==> config.mk <==
export PLATFORM = sky130hd
export DESIGN_NAME = pcg_clock_gen
export DESIGN_NICKNAME = d
export VERILOG_FILES = /design/src/rtl/pcg_pkg.sv /design/src/rtl/pcg_clock_gen.sv /design/src/rtl/pcg_moddiv.sv /design/src/rtl/pcg_detect.sv
export SDC_FILE = /design/constraint.sdc
export NUM_CORES = 1
export LEC_CHECK = 0
export BUFFER_PORTS_ARGS = -buffer_cell sky130_fd_sc_hd__buf_2
export CORE_MARGIN = 2
export CORE_UTILIZATION = 40
export CTS_CLUSTER_SIZE = 24
export DETAILED_ROUTE_END_ITERATION = 8
export PLACE_DENSITY = 0.66
export REMOVE_ABC_BUFFERS = 1
export SLEW_MARGIN = 20
export SYNTH_ARGS = -nofsm -noshare
export SYNTH_HDL_FRONTEND = slang
export SYNTH_SLANG_ARGS = --single-unit
==> constraint.sdc <==
create_clock -name core_clk_in -period 4.5 [get_ports core_clk_in]
set_input_delay 0.45 -clock core_clk_in [delete_from_list [all_inputs] [get_ports core_clk_in]]
set_output_delay 0.45 -clock core_clk_in [all_outputs]
set_load 0.005 [all_outputs]
==> src/rtl/pcg_pkg.sv <==
// shared constants and types of the pll clock generator
package pcg_pkg;
  // register port geometry and feedback modulo width
  localparam int unsigned ADDR_W = 3;
  localparam int unsigned DATA_W = 8;
  localparam int unsigned N_W = 12;
  // register offsets
  localparam logic [2:0] OFS_CTRL = 3'h0;
  localparam logic [2:0] OFS_PRE = 3'h1;
  localparam logic [2:0] OFS_NLO = 3'h2;
  localparam logic [2:0] OFS_NHI = 3'h3;
  localparam logic [2:0] OFS_LRNG = 3'h4;
  localparam logic [2:0] OFS_RDIV = 3'h5;
  // control register bit positions
  localparam int unsigned BIT_PON = 0;
  localparam int unsigned BIT_BCS = 1;
  localparam int unsigned BIT_IE = 2;
  localparam int unsigned BIT_AUTO = 3;
  localparam int unsigned BIT_ACQ = 4;
  localparam int unsigned BIT_LOCK = 5;
  // prescale register fields
  localparam int unsigned PRE_P_LSB = 0;
  localparam int unsigned PRE_E_LSB = 2;
  // values after reset
  localparam logic [1:0] RST_P = 2'h0;
  localparam logic [1:0] RST_E = 2'h0;
  localparam logic [N_W-1:0] RST_N = 12'h001;
  localparam logic [7:0] RST_L = 8'h00;
  localparam logic [7:0] RST_R = 8'h01;
  // nominal vco step for the centre code, in hertz
  localparam int unsigned F_NOM_HZ = 38400;
  // source edges held on each side of a base clock switch
  localparam logic [1:0] HOLD_EDGES = 2'h3;
  // core cycles before a stalled source is given up on
  localparam logic [5:0] HOLD_TMO = 6'h3F;
  // matching reference periods before tracking and lock
  localparam logic [2:0] ACQ_MATCH = 3'h2;
  localparam logic [2:0] LOCK_MATCH = 3'h4;
  // software control bits
  typedef struct packed {
    logic acquire_track_select;
    logic auto_bw;
    logic ie;
    logic base_source_select;
    logic pon;
  } pcg_ctrl_t;
  // base clock selector states
  typedef enum logic [1:0] {SEL_RUN, SEL_DRAIN, SEL_SETTLE} pcg_sel_t;
endpackage

==> src/rtl/pcg_clock_gen.sv <==
// pll clock generator: oscillator gate, dividers, loop control, base clock
//
// The address-and-strobe port and the address map were left to the implementer.
`timescale 1ns/1ns
module pcg_clock_gen import pcg_pkg::*; (
  // clock and reset
  input wire logic core_clk_in,
  input wire logic nrst_in,
  // register port
  input wire logic [ADDR_W-1:0] reg_addr_in,
  input wire logic [DATA_W-1:0] reg_wdata_in,
  input wire logic reg_wr_in,
  input wire logic reg_rd_in,
  output logic [DATA_W-1:0] reg_rdata_out,
  // crystal oscillator
  input wire logic sim_osc_enable_in,
  input wire logic osc_run_in_stop_in,
  input wire logic xtal_in,
  output logic osc_enable_out,
  output logic crystal_clock_out,
  output logic pll_ref_clock_out,
  // vco and loop filter
  input wire logic vco_clock_in,
  output logic vco_enable_out,
  output logic [10:0] vco_centre_out,
  output logic pump_up_out,
  output logic pump_down_out,
  output logic filter_track_out,
  // system clocks
  input wire logic user_mode_in,
  output logic base_clock_out,
  output logic bus_clock_out,
  // lock change request
  output logic pll_irq_out
);
  pcg_ctrl_t ctrl_q; // software control bits
  logic [1:0] pre_p_q; // prescale power P
  logic [1:0] rng_e_q; // range power E
  logic [N_W-1:0] mod_n_q; // feedback modulo N
  logic [7:0] lin_l_q; // linear range L
  logic [7:0] ref_r_q; // reference divide R
  logic pll_on_q; // loop really running
  logic x_prev_q; // last crystal sample
  logic r_prev_q; // last reference sample
  logic v_samp_q; // gated vco sample
  logic v_prev_q; // previous vco sample
  logic [2:0] pre_cnt_q; // prescaler count
  logic x_rise; // crystal edge
  logic r_rise; // reference edge
  logic v_rise; // vco edge
  logic pre_tick; // prescaler output
  logic ref_pulse; // divided_ref_clock edge
  logic fb_pulse; // vco_feedback_clock edge
  logic det_acq; // detector says tracking
  logic det_lock; // detector says locked
  logic track; // filter mode chosen
  logic lock_flag; // pll_settled_flag as shown
  logic lock_prev_q; // flag one cycle back
  pcg_sel_t sel_st_q; // selector state
  logic sel_src_q; // source now feeding base
  logic [1:0] hold_cnt_q; // source edges held
  logic [5:0] tmo_cnt_q; // cycles held
  logic hold_done; // hold phase over
  logic base_prev_q; // base clock one cycle back
  logic ctrl_wr; // write to control
  logic [DATA_W-1:0] rd_d; // read mux

  // prescaler mask for a power of two
  function automatic logic [2:0] pmask(input logic [1:0] p);
    pmask = 3'((4'h1 << p) - 4'h1);
  endfunction

  // rising edge of the given source
  function automatic logic src_rise(input logic vco, input logic xr, input logic vr);
    src_rise = vco ? vr : xr;
  endfunction

  assign ctrl_wr = reg_wr_in && reg_addr_in == OFS_CTRL;

  // ---- crystal oscillator ----

  // oscillator runs on either enable
  always_ff @(posedge core_clk_in) begin
    if (!nrst_in) begin
      osc_enable_out <= 1'h0;
    end else begin
      osc_enable_out <= sim_osc_enable_in | osc_run_in_stop_in;
    end
  end

  // crystal clock only while the oscillator runs, then buffered
  always_ff @(posedge core_clk_in) begin
    if (!nrst_in) begin
      crystal_clock_out <= 1'h0;
      pll_ref_clock_out <= 1'h0;
      x_prev_q <= 1'h0;
      r_prev_q <= 1'h0;
    end else begin
      crystal_clock_out <= osc_enable_out & xtal_in;
      pll_ref_clock_out <= crystal_clock_out;
      x_prev_q <= crystal_clock_out;
      r_prev_q <= pll_ref_clock_out;
    end
  end

  assign x_rise = crystal_clock_out & ~x_prev_q;
  assign r_rise = pll_ref_clock_out & ~r_prev_q;

  // ---- software registers ----

  // control bits, with the selection interlocks
  always_ff @(posedge core_clk_in) begin
    if (!nrst_in) begin
      ctrl_q <= '0;
    end else begin
      if (ctrl_wr) begin
        ctrl_q.ie <= reg_wdata_in[BIT_IE];
        ctrl_q.auto_bw <= reg_wdata_in[BIT_AUTO];
        // tracking bit is software owned only in manual mode
        if (!reg_wdata_in[BIT_AUTO]) begin
          ctrl_q.acquire_track_select <= reg_wdata_in[BIT_ACQ];
        end
        // power-off refused while the vco is selected as base clock source
        if (reg_wdata_in[BIT_PON] || !ctrl_q.base_source_select) begin
          ctrl_q.pon <= reg_wdata_in[BIT_PON];
        end
        // vco select needs pll already on, unchanged, and L set
        if (!reg_wdata_in[BIT_BCS] || (ctrl_q.pon && reg_wdata_in[BIT_PON] && lin_l_q != '0)) begin
          ctrl_q.base_source_select <= reg_wdata_in[BIT_BCS];
        end
      end
      // zero L forces the crystal back, overriding any write
      if (lin_l_q == '0) begin
        ctrl_q.base_source_select <= 1'h0;
      end
    end
  end

  // divider and range factors
  always_ff @(posedge core_clk_in) begin
    if (!nrst_in) begin
      pre_p_q <= RST_P;
      rng_e_q <= RST_E;
      mod_n_q <= RST_N;
      lin_l_q <= RST_L;
      ref_r_q <= RST_R;
    end else if (reg_wr_in) begin
      unique case (reg_addr_in)
        OFS_PRE: begin
          // E of three is left to software to avoid
          pre_p_q <= reg_wdata_in[PRE_P_LSB +: 2];
          rng_e_q <= reg_wdata_in[PRE_E_LSB +: 2];
        end
        OFS_NLO: begin
          mod_n_q[7:0] <= reg_wdata_in;
        end
        OFS_NHI: begin
          mod_n_q[N_W-1:8] <= reg_wdata_in[N_W-9:0];
        end
        OFS_LRNG: begin
          lin_l_q <= reg_wdata_in;
        end
        OFS_RDIV: begin
          ref_r_q <= reg_wdata_in;
        end
        default: begin
          // control handled above, rest unmapped
        end
      endcase
    end
  end

  // ---- loop ----

  // zero L keeps the loop off whatever the power bit says
  always_ff @(posedge core_clk_in) begin
    if (!nrst_in) begin
      pll_on_q <= 1'h0;
      vco_enable_out <= 1'h0;
      vco_centre_out <= '0;
    end else begin
      pll_on_q <= ctrl_q.pon && lin_l_q != '0;
      vco_enable_out <= ctrl_q.pon && lin_l_q != '0;
      // centre in units of F_NOM_HZ, analog keeps half to twice it
      vco_centre_out <= 11'(lin_l_q) << rng_e_q;
    end
  end

  // vco sampled only while the loop runs
  always_ff @(posedge core_clk_in) begin
    if (!nrst_in) begin
      v_samp_q <= 1'h0;
      v_prev_q <= 1'h0;
    end else begin
      v_samp_q <= vco_clock_in & pll_on_q;
      v_prev_q <= v_samp_q;
    end
  end

  assign v_rise = v_samp_q & ~v_prev_q;

  // power-of-two prescaler on vco edges
  always_ff @(posedge core_clk_in) begin
    if (!nrst_in || !pll_on_q) begin
      pre_cnt_q <= '0;
    end else if (v_rise) begin
      pre_cnt_q <= pre_cnt_q + 3'h1;
    end
  end

  assign pre_tick = v_rise && ((pre_cnt_q & pmask(pre_p_q)) == pmask(pre_p_q));

  // reference divider by R
  pcg_moddiv #(.W(8)) u_ref_div (
    .core_clk_in(core_clk_in),
    .nrst_in(nrst_in),
    .tick_in(r_rise),
    .factor_in(ref_r_q),
    .pulse_out(ref_pulse)
  );

  // feedback divider by N after the prescaler
  pcg_moddiv #(.W(N_W)) u_fb_div (
    .core_clk_in(core_clk_in),
    .nrst_in(nrst_in),
    .tick_in(pre_tick),
    .factor_in(mod_n_q),
    .pulse_out(fb_pulse)
  );

  // phase and frequency comparison
  pcg_detect u_detect (
    .core_clk_in(core_clk_in),
    .nrst_in(nrst_in),
    .run_in(pll_on_q),
    .ref_pulse_in(ref_pulse),
    .fb_pulse_in(fb_pulse),
    .pump_up_out(pump_up_out),
    .pump_dn_out(pump_down_out),
    .acq_out(det_acq),
    .lock_out(det_lock)
  );

  // detector picks the mode in automatic, software in manual
  assign track = ctrl_q.auto_bw ? det_acq : ctrl_q.acquire_track_select;
  // manual mode hides the flag entirely
  assign lock_flag = ctrl_q.auto_bw & det_lock;

  // filter bandwidth, small corrections when tracking
  always_ff @(posedge core_clk_in) begin
    if (!nrst_in) begin
      filter_track_out <= 1'h0;
    end else begin
      filter_track_out <= pll_on_q & track;
    end
  end

  // request on every flag toggle while the interrupt enable is set, never in manual mode
  always_ff @(posedge core_clk_in) begin
    if (!nrst_in) begin
      lock_prev_q <= 1'h0;
      pll_irq_out <= 1'h0;
    end else begin
      lock_prev_q <= lock_flag;
      pll_irq_out <= ctrl_q.auto_bw && ctrl_q.ie && lock_flag != lock_prev_q;
    end
  end

  // ---- base clock selector ----

  // hold counter runs only outside RUN, restarts per phase
  always_ff @(posedge core_clk_in) begin
    if (!nrst_in || sel_st_q == SEL_RUN || hold_done) begin
      hold_cnt_q <= '0;
      tmo_cnt_q <= '0;
    end else begin
      tmo_cnt_q <= tmo_cnt_q + 6'h1;
      if (src_rise(sel_src_q, x_rise, v_rise)) begin
        hold_cnt_q <= hold_cnt_q + 2'h1;
      end
    end
  end

  // a stopped source must not freeze the switch forever
  assign hold_done = hold_cnt_q == HOLD_EDGES || tmo_cnt_q == HOLD_TMO;

  // drain old source, settle new one, then divide by two
  always_ff @(posedge core_clk_in) begin
    if (!nrst_in) begin
      sel_st_q <= SEL_RUN;
      sel_src_q <= 1'h0;
      base_clock_out <= 1'h0;
    end else begin
      unique case (sel_st_q)
        SEL_RUN: begin
          if (ctrl_q.base_source_select != sel_src_q) begin
            sel_st_q <= SEL_DRAIN;
          end else if (src_rise(sel_src_q, x_rise, v_rise)) begin
            base_clock_out <= ~base_clock_out;
          end
        end
        SEL_DRAIN: begin
          // output frozen while the old source runs out
          if (hold_done) begin
            sel_st_q <= SEL_SETTLE;
            sel_src_q <= ctrl_q.base_source_select;
          end
        end
        SEL_SETTLE: begin
          // new source proven before it drives the output
          if (hold_done) begin
            sel_st_q <= SEL_RUN;
          end
        end
        default: begin
          sel_st_q <= SEL_RUN;
        end
      endcase
    end
  end

  // bus clock at half the base clock in user mode
  always_ff @(posedge core_clk_in) begin
    if (!nrst_in) begin
      base_prev_q <= 1'h0;
      bus_clock_out <= 1'h0;
    end else begin
      base_prev_q <= base_clock_out;
      if (user_mode_in && base_clock_out && !base_prev_q) begin
        bus_clock_out <= ~bus_clock_out;
      end
    end
  end

  // ---- register read ----

  // read mux, unmapped offsets read zero
  always_comb begin
    rd_d = '0;
    unique case (reg_addr_in)
      OFS_CTRL: begin
        rd_d[BIT_PON] = ctrl_q.pon;
        rd_d[BIT_BCS] = ctrl_q.base_source_select;
        rd_d[BIT_IE] = ctrl_q.ie;
        rd_d[BIT_AUTO] = ctrl_q.auto_bw;
        rd_d[BIT_ACQ] = track;
        rd_d[BIT_LOCK] = lock_flag;
      end
      OFS_PRE: begin
        rd_d[PRE_P_LSB +: 2] = pre_p_q;
        rd_d[PRE_E_LSB +: 2] = rng_e_q;
      end
      OFS_NLO: begin
        rd_d = mod_n_q[7:0];
      end
      OFS_NHI: begin
        rd_d[N_W-9:0] = mod_n_q[N_W-1:8];
      end
      OFS_LRNG: begin
        rd_d = lin_l_q;
      end
      OFS_RDIV: begin
        rd_d = ref_r_q;
      end
      default: begin
        rd_d = '0;
      end
    endcase
  end

  // read data stand in the cycle after the strobe only
  always_ff @(posedge core_clk_in) begin
    if (!nrst_in || !reg_rd_in) begin
      reg_rdata_out <= '0;
    end else begin
      reg_rdata_out <= rd_d;
    end
  end

  // ---- checks ----

  a_osc_enable_or: assert property (@(posedge core_clk_in) disable iff (!nrst_in)
    ##1 osc_enable_out == $past(sim_osc_enable_in | osc_run_in_stop_in))
    else $error("oscillator enable wrong");

  a_ref_buffered: assert property (@(posedge core_clk_in) disable iff (!nrst_in)
    ##1 pll_ref_clock_out == $past(crystal_clock_out)) else $error("reference not crystal");

  a_vco_sel_legal: assert property (@(posedge core_clk_in) disable iff (!nrst_in)
    ##1 ctrl_q.base_source_select |-> ctrl_q.pon && $past(ctrl_q.pon)) else $error("vco selected with pll off");

  a_pon_off_refused: assert property (@(posedge core_clk_in) disable iff (!nrst_in)
    ctrl_q.base_source_select && ctrl_wr && !reg_wdata_in[BIT_PON] |=> ctrl_q.pon) else $error("pll turned off");

  a_manual_no_irq: assert property (@(posedge core_clk_in) disable iff (!nrst_in)
    !ctrl_q.auto_bw |=> !pll_irq_out) else $error("interrupt in manual mode");

  a_irq_on_toggle: assert property (@(posedge core_clk_in) disable iff (!nrst_in)
    ctrl_q.auto_bw && ctrl_q.ie && $changed(lock_flag) |=> pll_irq_out) else $error("lost lock event");

  a_base_static: assert property (@(posedge core_clk_in) disable iff (!nrst_in)
    sel_st_q != SEL_RUN |=> $stable(base_clock_out)) else $error("base moved in switch");

  a_switch_bounded: assert property (@(posedge core_clk_in) disable iff (!nrst_in)
    sel_st_q == SEL_DRAIN && $past(sel_st_q) == SEL_RUN |-> ##[1:140] sel_st_q == SEL_RUN)
    else $error("source switch hung");

  a_manual_track: assert property (@(posedge core_clk_in) disable iff (!nrst_in)
    !ctrl_q.auto_bw && ctrl_q.acquire_track_select && pll_on_q |=> filter_track_out) else $error("manual track lost");

  a_manual_lock_rd: assert property (@(posedge core_clk_in) disable iff (!nrst_in)
    reg_rd_in && reg_addr_in == OFS_CTRL && !ctrl_q.auto_bw |=> !reg_rdata_out[BIT_LOCK])
    else $error("lock shown in manual mode");
endmodule

==> src/rtl/pcg_moddiv.sv <==
// modulo divider: one pulse for every factor ticks
`timescale 1ns/1ns
module pcg_moddiv import pcg_pkg::*; #(
  parameter int unsigned W = 8
) (
  // clock and reset
  input wire logic core_clk_in,
  input wire logic nrst_in,
  // ticks to divide and the factor
  input wire logic tick_in,
  input wire logic [W-1:0] factor_in,
  // divided pulse
  output logic pulse_out
);
  logic [W-1:0] cnt_q; // ticks seen this period
  logic [W-1:0] last; // terminal count

  // zero behaves exactly like one
  assign last = (factor_in == '0) ? '0 : factor_in - 1'h1;

  // count ticks, wrap on the terminal count
  always_ff @(posedge core_clk_in) begin
    if (!nrst_in) begin
      cnt_q <= '0;
      pulse_out <= 1'h0;
    end else begin
      pulse_out <= 1'h0;
      if (tick_in) begin
        // >= so a factor lowered mid-period cannot overrun
        if (cnt_q >= last) begin
          cnt_q <= '0;
          pulse_out <= 1'h1;
        end else begin
          cnt_q <= cnt_q + 1'h1;
        end
      end
    end
  end

  a_zero_factor: assert property (@(posedge core_clk_in) disable iff (!nrst_in)
    tick_in && factor_in == '0 |=> pulse_out) else $error("zero factor did not divide by one");
endmodule

==> src/rtl/pcg_detect.sv <==
// phase detector and frequency lock detector
`timescale 1ns/1ns
module pcg_detect import pcg_pkg::*; (
  // clock and reset
  input wire logic core_clk_in,
  input wire logic nrst_in,
  // loop inputs
  input wire logic run_in,
  input wire logic ref_pulse_in,
  input wire logic fb_pulse_in,
  // correction pulse
  output logic pump_up_out,
  output logic pump_dn_out,
  // frequency state
  output logic acq_out,
  output logic lock_out
);
  logic [1:0] fb_cnt_q; // feedback edges this reference period
  logic [2:0] match_q; // consecutive matching periods
  logic up_d;
  logic dn_d;

  // an edge opens its pump until the other side arrives
  assign up_d = pump_up_out | ref_pulse_in;
  assign dn_d = pump_dn_out | fb_pulse_in;

  // pump width follows the phase gap, direction the leading side
  always_ff @(posedge core_clk_in) begin
    if (!nrst_in || !run_in) begin
      pump_up_out <= 1'h0;
      pump_dn_out <= 1'h0;
    end else if (up_d && dn_d) begin
      pump_up_out <= 1'h0;
      pump_dn_out <= 1'h0;
    end else begin
      pump_up_out <= up_d;
      pump_dn_out <= dn_d;
    end
  end

  // count feedback edges per reference period, at the reference rate
  always_ff @(posedge core_clk_in) begin
    if (!nrst_in || !run_in) begin
      fb_cnt_q <= '0;
      match_q <= '0;
    end else if (ref_pulse_in) begin
      fb_cnt_q <= {1'h0, fb_pulse_in};
      // one feedback edge per period means equal frequency
      if (fb_cnt_q != 2'h1) begin
        match_q <= '0;
      end else if (match_q != LOCK_MATCH) begin
        match_q <= match_q + 3'h1;
      end
    end else if (fb_pulse_in && fb_cnt_q != 2'h3) begin
      fb_cnt_q <= fb_cnt_q + 2'h1;
    end
  end

  // tracking comes before lock, both drop on any miss
  always_ff @(posedge core_clk_in) begin
    if (!nrst_in) begin
      acq_out <= 1'h0;
      lock_out <= 1'h0;
    end else begin
      acq_out <= match_q >= ACQ_MATCH;
      lock_out <= match_q >= LOCK_MATCH;
    end
  end

  a_pump_exclusive: assert property (@(posedge core_clk_in) disable iff (!nrst_in)
    !(pump_up_out && pump_dn_out)) else $error("both pumps on");
endmodule

==> results.yml <==
critical_path:
  r2r_slack_ps: 730
  critPathMaxStageDelay_ps: 570
  critPathLaunchType: "flip-flop"
  worstReg2RegEnd: "u_fb_div.pulse_out"
  startpoint: "mod_n_q[2]"
  critical_path.top_delay_family: "simple AND/OR/NAND/NOR gates"
  crit-reg2reg-launch: "mod_n_q[2]"
  cp_num_buf_inv: 0
  end_kind: "flip-flop"
  cp.depth: 11
  cp.arrival_ps: 4080
  r2r_cells: 11
  worst-path-max-fanout: 8
  slowest_stage: "or4_4"
  crit_path_end: "u_fb_div.pulse_out"
  critPathMostFrequentCell: "o21ai_0"
  crit_required_ps: 4810
  cp_cell_sequence: "or4_4 -> or3_4 -> nor3_1 -> nand2_1 -> nand2b_1 -> ha_1 -> o21ai_0 -> o21ai_0 -> a31oi_1 -> a21oi_1 -> and2_1"
  crit_type: "flip-flop to flip-flop"
floorplan:
  ioPinCount: 49
  die_area_mm2: 0.0150
  dieHeight_um: 122
  core_area_mm2: 0.0138
  die_x_um: 122
  initial_core_util_pct: 40.8
  num_rows: 43
clock_tree:
  cts.repair.resized: 0
  cts_sinks: 114
  cts_setup_buffers: 0
  clkTransAtPathRegs_ps: 60
  cts.path.max_buffers: 2
  htreeDepth: 4
  hold_buffers: 0
  tritoncts: "built"
  numCtsBuffers: 17
  cts_root_buffer: "clkbuf_16"
  insertion_delay_ps: 420
placement:
  gp_congestion: 0.863
  dp_cells: 872
  hpwlAfterDp_um: 9620
  port-buffer-count: 48
  placed_area_mm2: 0.00597
synth:
  avgSynthCellArea_um2: 8.32
  synth_edf_count: 0
  synth_seq_cells: 114
  ys.flop_type: "dfxtp_1"
  synth.area.top_cells: "dfxtp_1 41%, nand2_1 7.5%, ha_1 7.1%"
  synth_area_leader_cell: "dfxtp_1"
  yosys_warnings: 0
  ys_seq_area_share_pct: 40.7
  ys_types: 45
  yosys-top-cells-count: "114 x dfxtp_1, 112 x nand2_1, 75 x nor2_1, 44 x a21oi_1, 32 x ha_1"
  async_flop_share_pct: 0
  yosysTopAreaCellShare_pct: 40.7
  syn_area_mm2: 0.00561
  synth.most_common_cell: "dfxtp_1"
  netlist_instances: 675
layout:
  design_area_mm2: 0.00664
  diodes: 0
  multi_input_area_mm2: 0.00315
  drive_gt1_share_pct: 13.0
  layout.cells.non_filler: 904
  nNetsFinal: 763
  areaGrowthSynthToFinish_pct: 18.2
  final-seq-area_mm2: 0.00228
  nFillCells: 1356
timing:
  fin_worst_skew_ps: 6.71
  finalSetupViolations: 0
  grt_setup_unrepaired: "false"
  min_period_ps: 3770
  timing.fmax_mhz: 265
  fin_setup_tns_ps: 0
  maxSlewViolCount: 0
  period_share_pct: 83.8
  worst_slew_pin_slew_ps: 816
  maxSlewHeadroom_pct: 45.6
  hold_violations: 0
global_route:
  grt_max_degree: 48
  track_usage_pct: 19.3
  antenna_found_initial: 0
  gr-total-overflow: 0
  grt_pass1_wl_um: 22600
  grt_pass1_vias: 4595
routing:
  remaining_drc_errors: 0
  dr_wl_met2_um: 6640
  vias: 4806
  ant_nets: 0
  dr.pass1.iters: 4
  wl_met3_um: 708
  drtIter0Drc: 321
  dr.max_layer_used: "met4"
  wire_per_inst_um: 15.1
  wl_met1_um: 6030
  drt-vias-per-instance: 5.32
  routed_wl_um: 13700
power_and_ir_drop:
  powerDensity_mw_per_mm2: 407
  leakage_uw: 0.00263
  peakVddDrop_mv: 0.247
hold_path:
  hp-class: "input pin to flip-flop"
run:
  drv_cap: 0
run_status:
  status: "completed"
==> layer usage <==
metal | up-vias | GRT usage (%)
met1 | 2271 | 24.1
li1 | 2407 | -
met3 | 24 | 4.51
met4 | 0 | 7.69
met2 | 104 | 32.2
met5 | - | 0
==> worst reg2reg max path, stage by stage (launching register included) <==
cell      delay (ps)
dfxtp_1          370
or4_4            570
or3_4            350
nor3_1           360
nand2_1          270
nand2b_1         150
ha_1             230
o21ai_0          150
o21ai_0           90
a31oi_1          530
a21oi_1          350
and2_1           260
==> per-stage QoR <==
step	hold slack, ps	setup WS, ps	power [uW]	utilization, %
final	236	729	2700	48.2
after global routing	267	373	2790	48.2
after CTS	229	752	2720	48.2
after detailed placement	443	781	1200	43.3
after global placement	430	886	1190	43.3
after floorplan	418	1210	1140	-
==> layout make-up <==
| cell class | count | share of cell area [%] |
|---|---|---|
| well taps | 180 | 3.39 |
| repair buffers | 49 | 3.73 |
| clock buffers | 20 | 7.03 |
| multi-input cells | 514 | 47.5 |
| flip-flops and latches | 114 | 34.4 |
| inverters | 15 | 0.849 |
| clock inverters | 12 | 3.05 |
==> cell usage in the layout, fill, tap and decap left out, types with 14 or more instances in the layout <==
cell / Yosys / final
ha_1: 32 / 32
xnor2_1: 16 / 16
a21oi_1: 44 / 44
dfxtp_1: 114 / 114
inv_1: 14 / 14
nand2_1: 112 / 112
nor2_1: 75 / 75
buf_2: 0 / 48
mux2i_1: 24 / 24
nor3_1: 19 / 19
a21boi_0: 16 / 16
xor2_1: 19 / 19
o21ai_0: 17 / 17
clkbuf_16: 0 / 17
nand3_1: 17 / 17
==> logic make-up after synthesis <==
logic type / after synthesis / synth area share [%]
AND/OR/NAND/NOR: 310 / 26.2
flip-flops: 114 / 40.7
AO/OA/AOI/OAI: 109 / 11.9
buffers and inverters: 47 / 3.14
XOR/XNOR: 35 / 5.46
adder cells (fa/ha/maj): 32 / 7.13
multiplexers: 28 / 5.48
==> registers in the layout (all words and copies together), names as in the netlist, 3 cells and up <==
name              flops
u_fb_div.cnt_q       12
vco_centre_out       11
u_ref_div.cnt_q       8
pre_cnt_q             3
reg_rdata_out         8
u_detect.match_q      3
lin_l_q               8
mod_n_q              12
tmo_cnt_q             6
ref_r_q               8
ctrl_q                5
==> worst min-delay path by stage <==
stage / to / start / depth (start not counted) / slack, ps
after detailed placement: tmo_cnt_q[0] / tmo_cnt_q[0] / 1 / 440
after global placement: tmo_cnt_q[0] / tmo_cnt_q[0] / 1 / 430
final: osc_enable_out / sim_osc_enable_in / 3 / 240
after floorplan: tmo_cnt_q[0] / tmo_cnt_q[0] / 1 / 420
after CTS: osc_enable_out / sim_osc_enable_in / 3 / 230
after global routing: crystal_clock_out / xtal_in / 2 / 270
==> power breakdown <==
group          leakage (uW)  switching [uW]  internal, uW  total, uW
registers          0.000921            15.9          1020       1040
logic               0.00139            86.9          51.6        139
clock network      0.000315             494          1030       1520
Power figures use the tool's default switching activity.
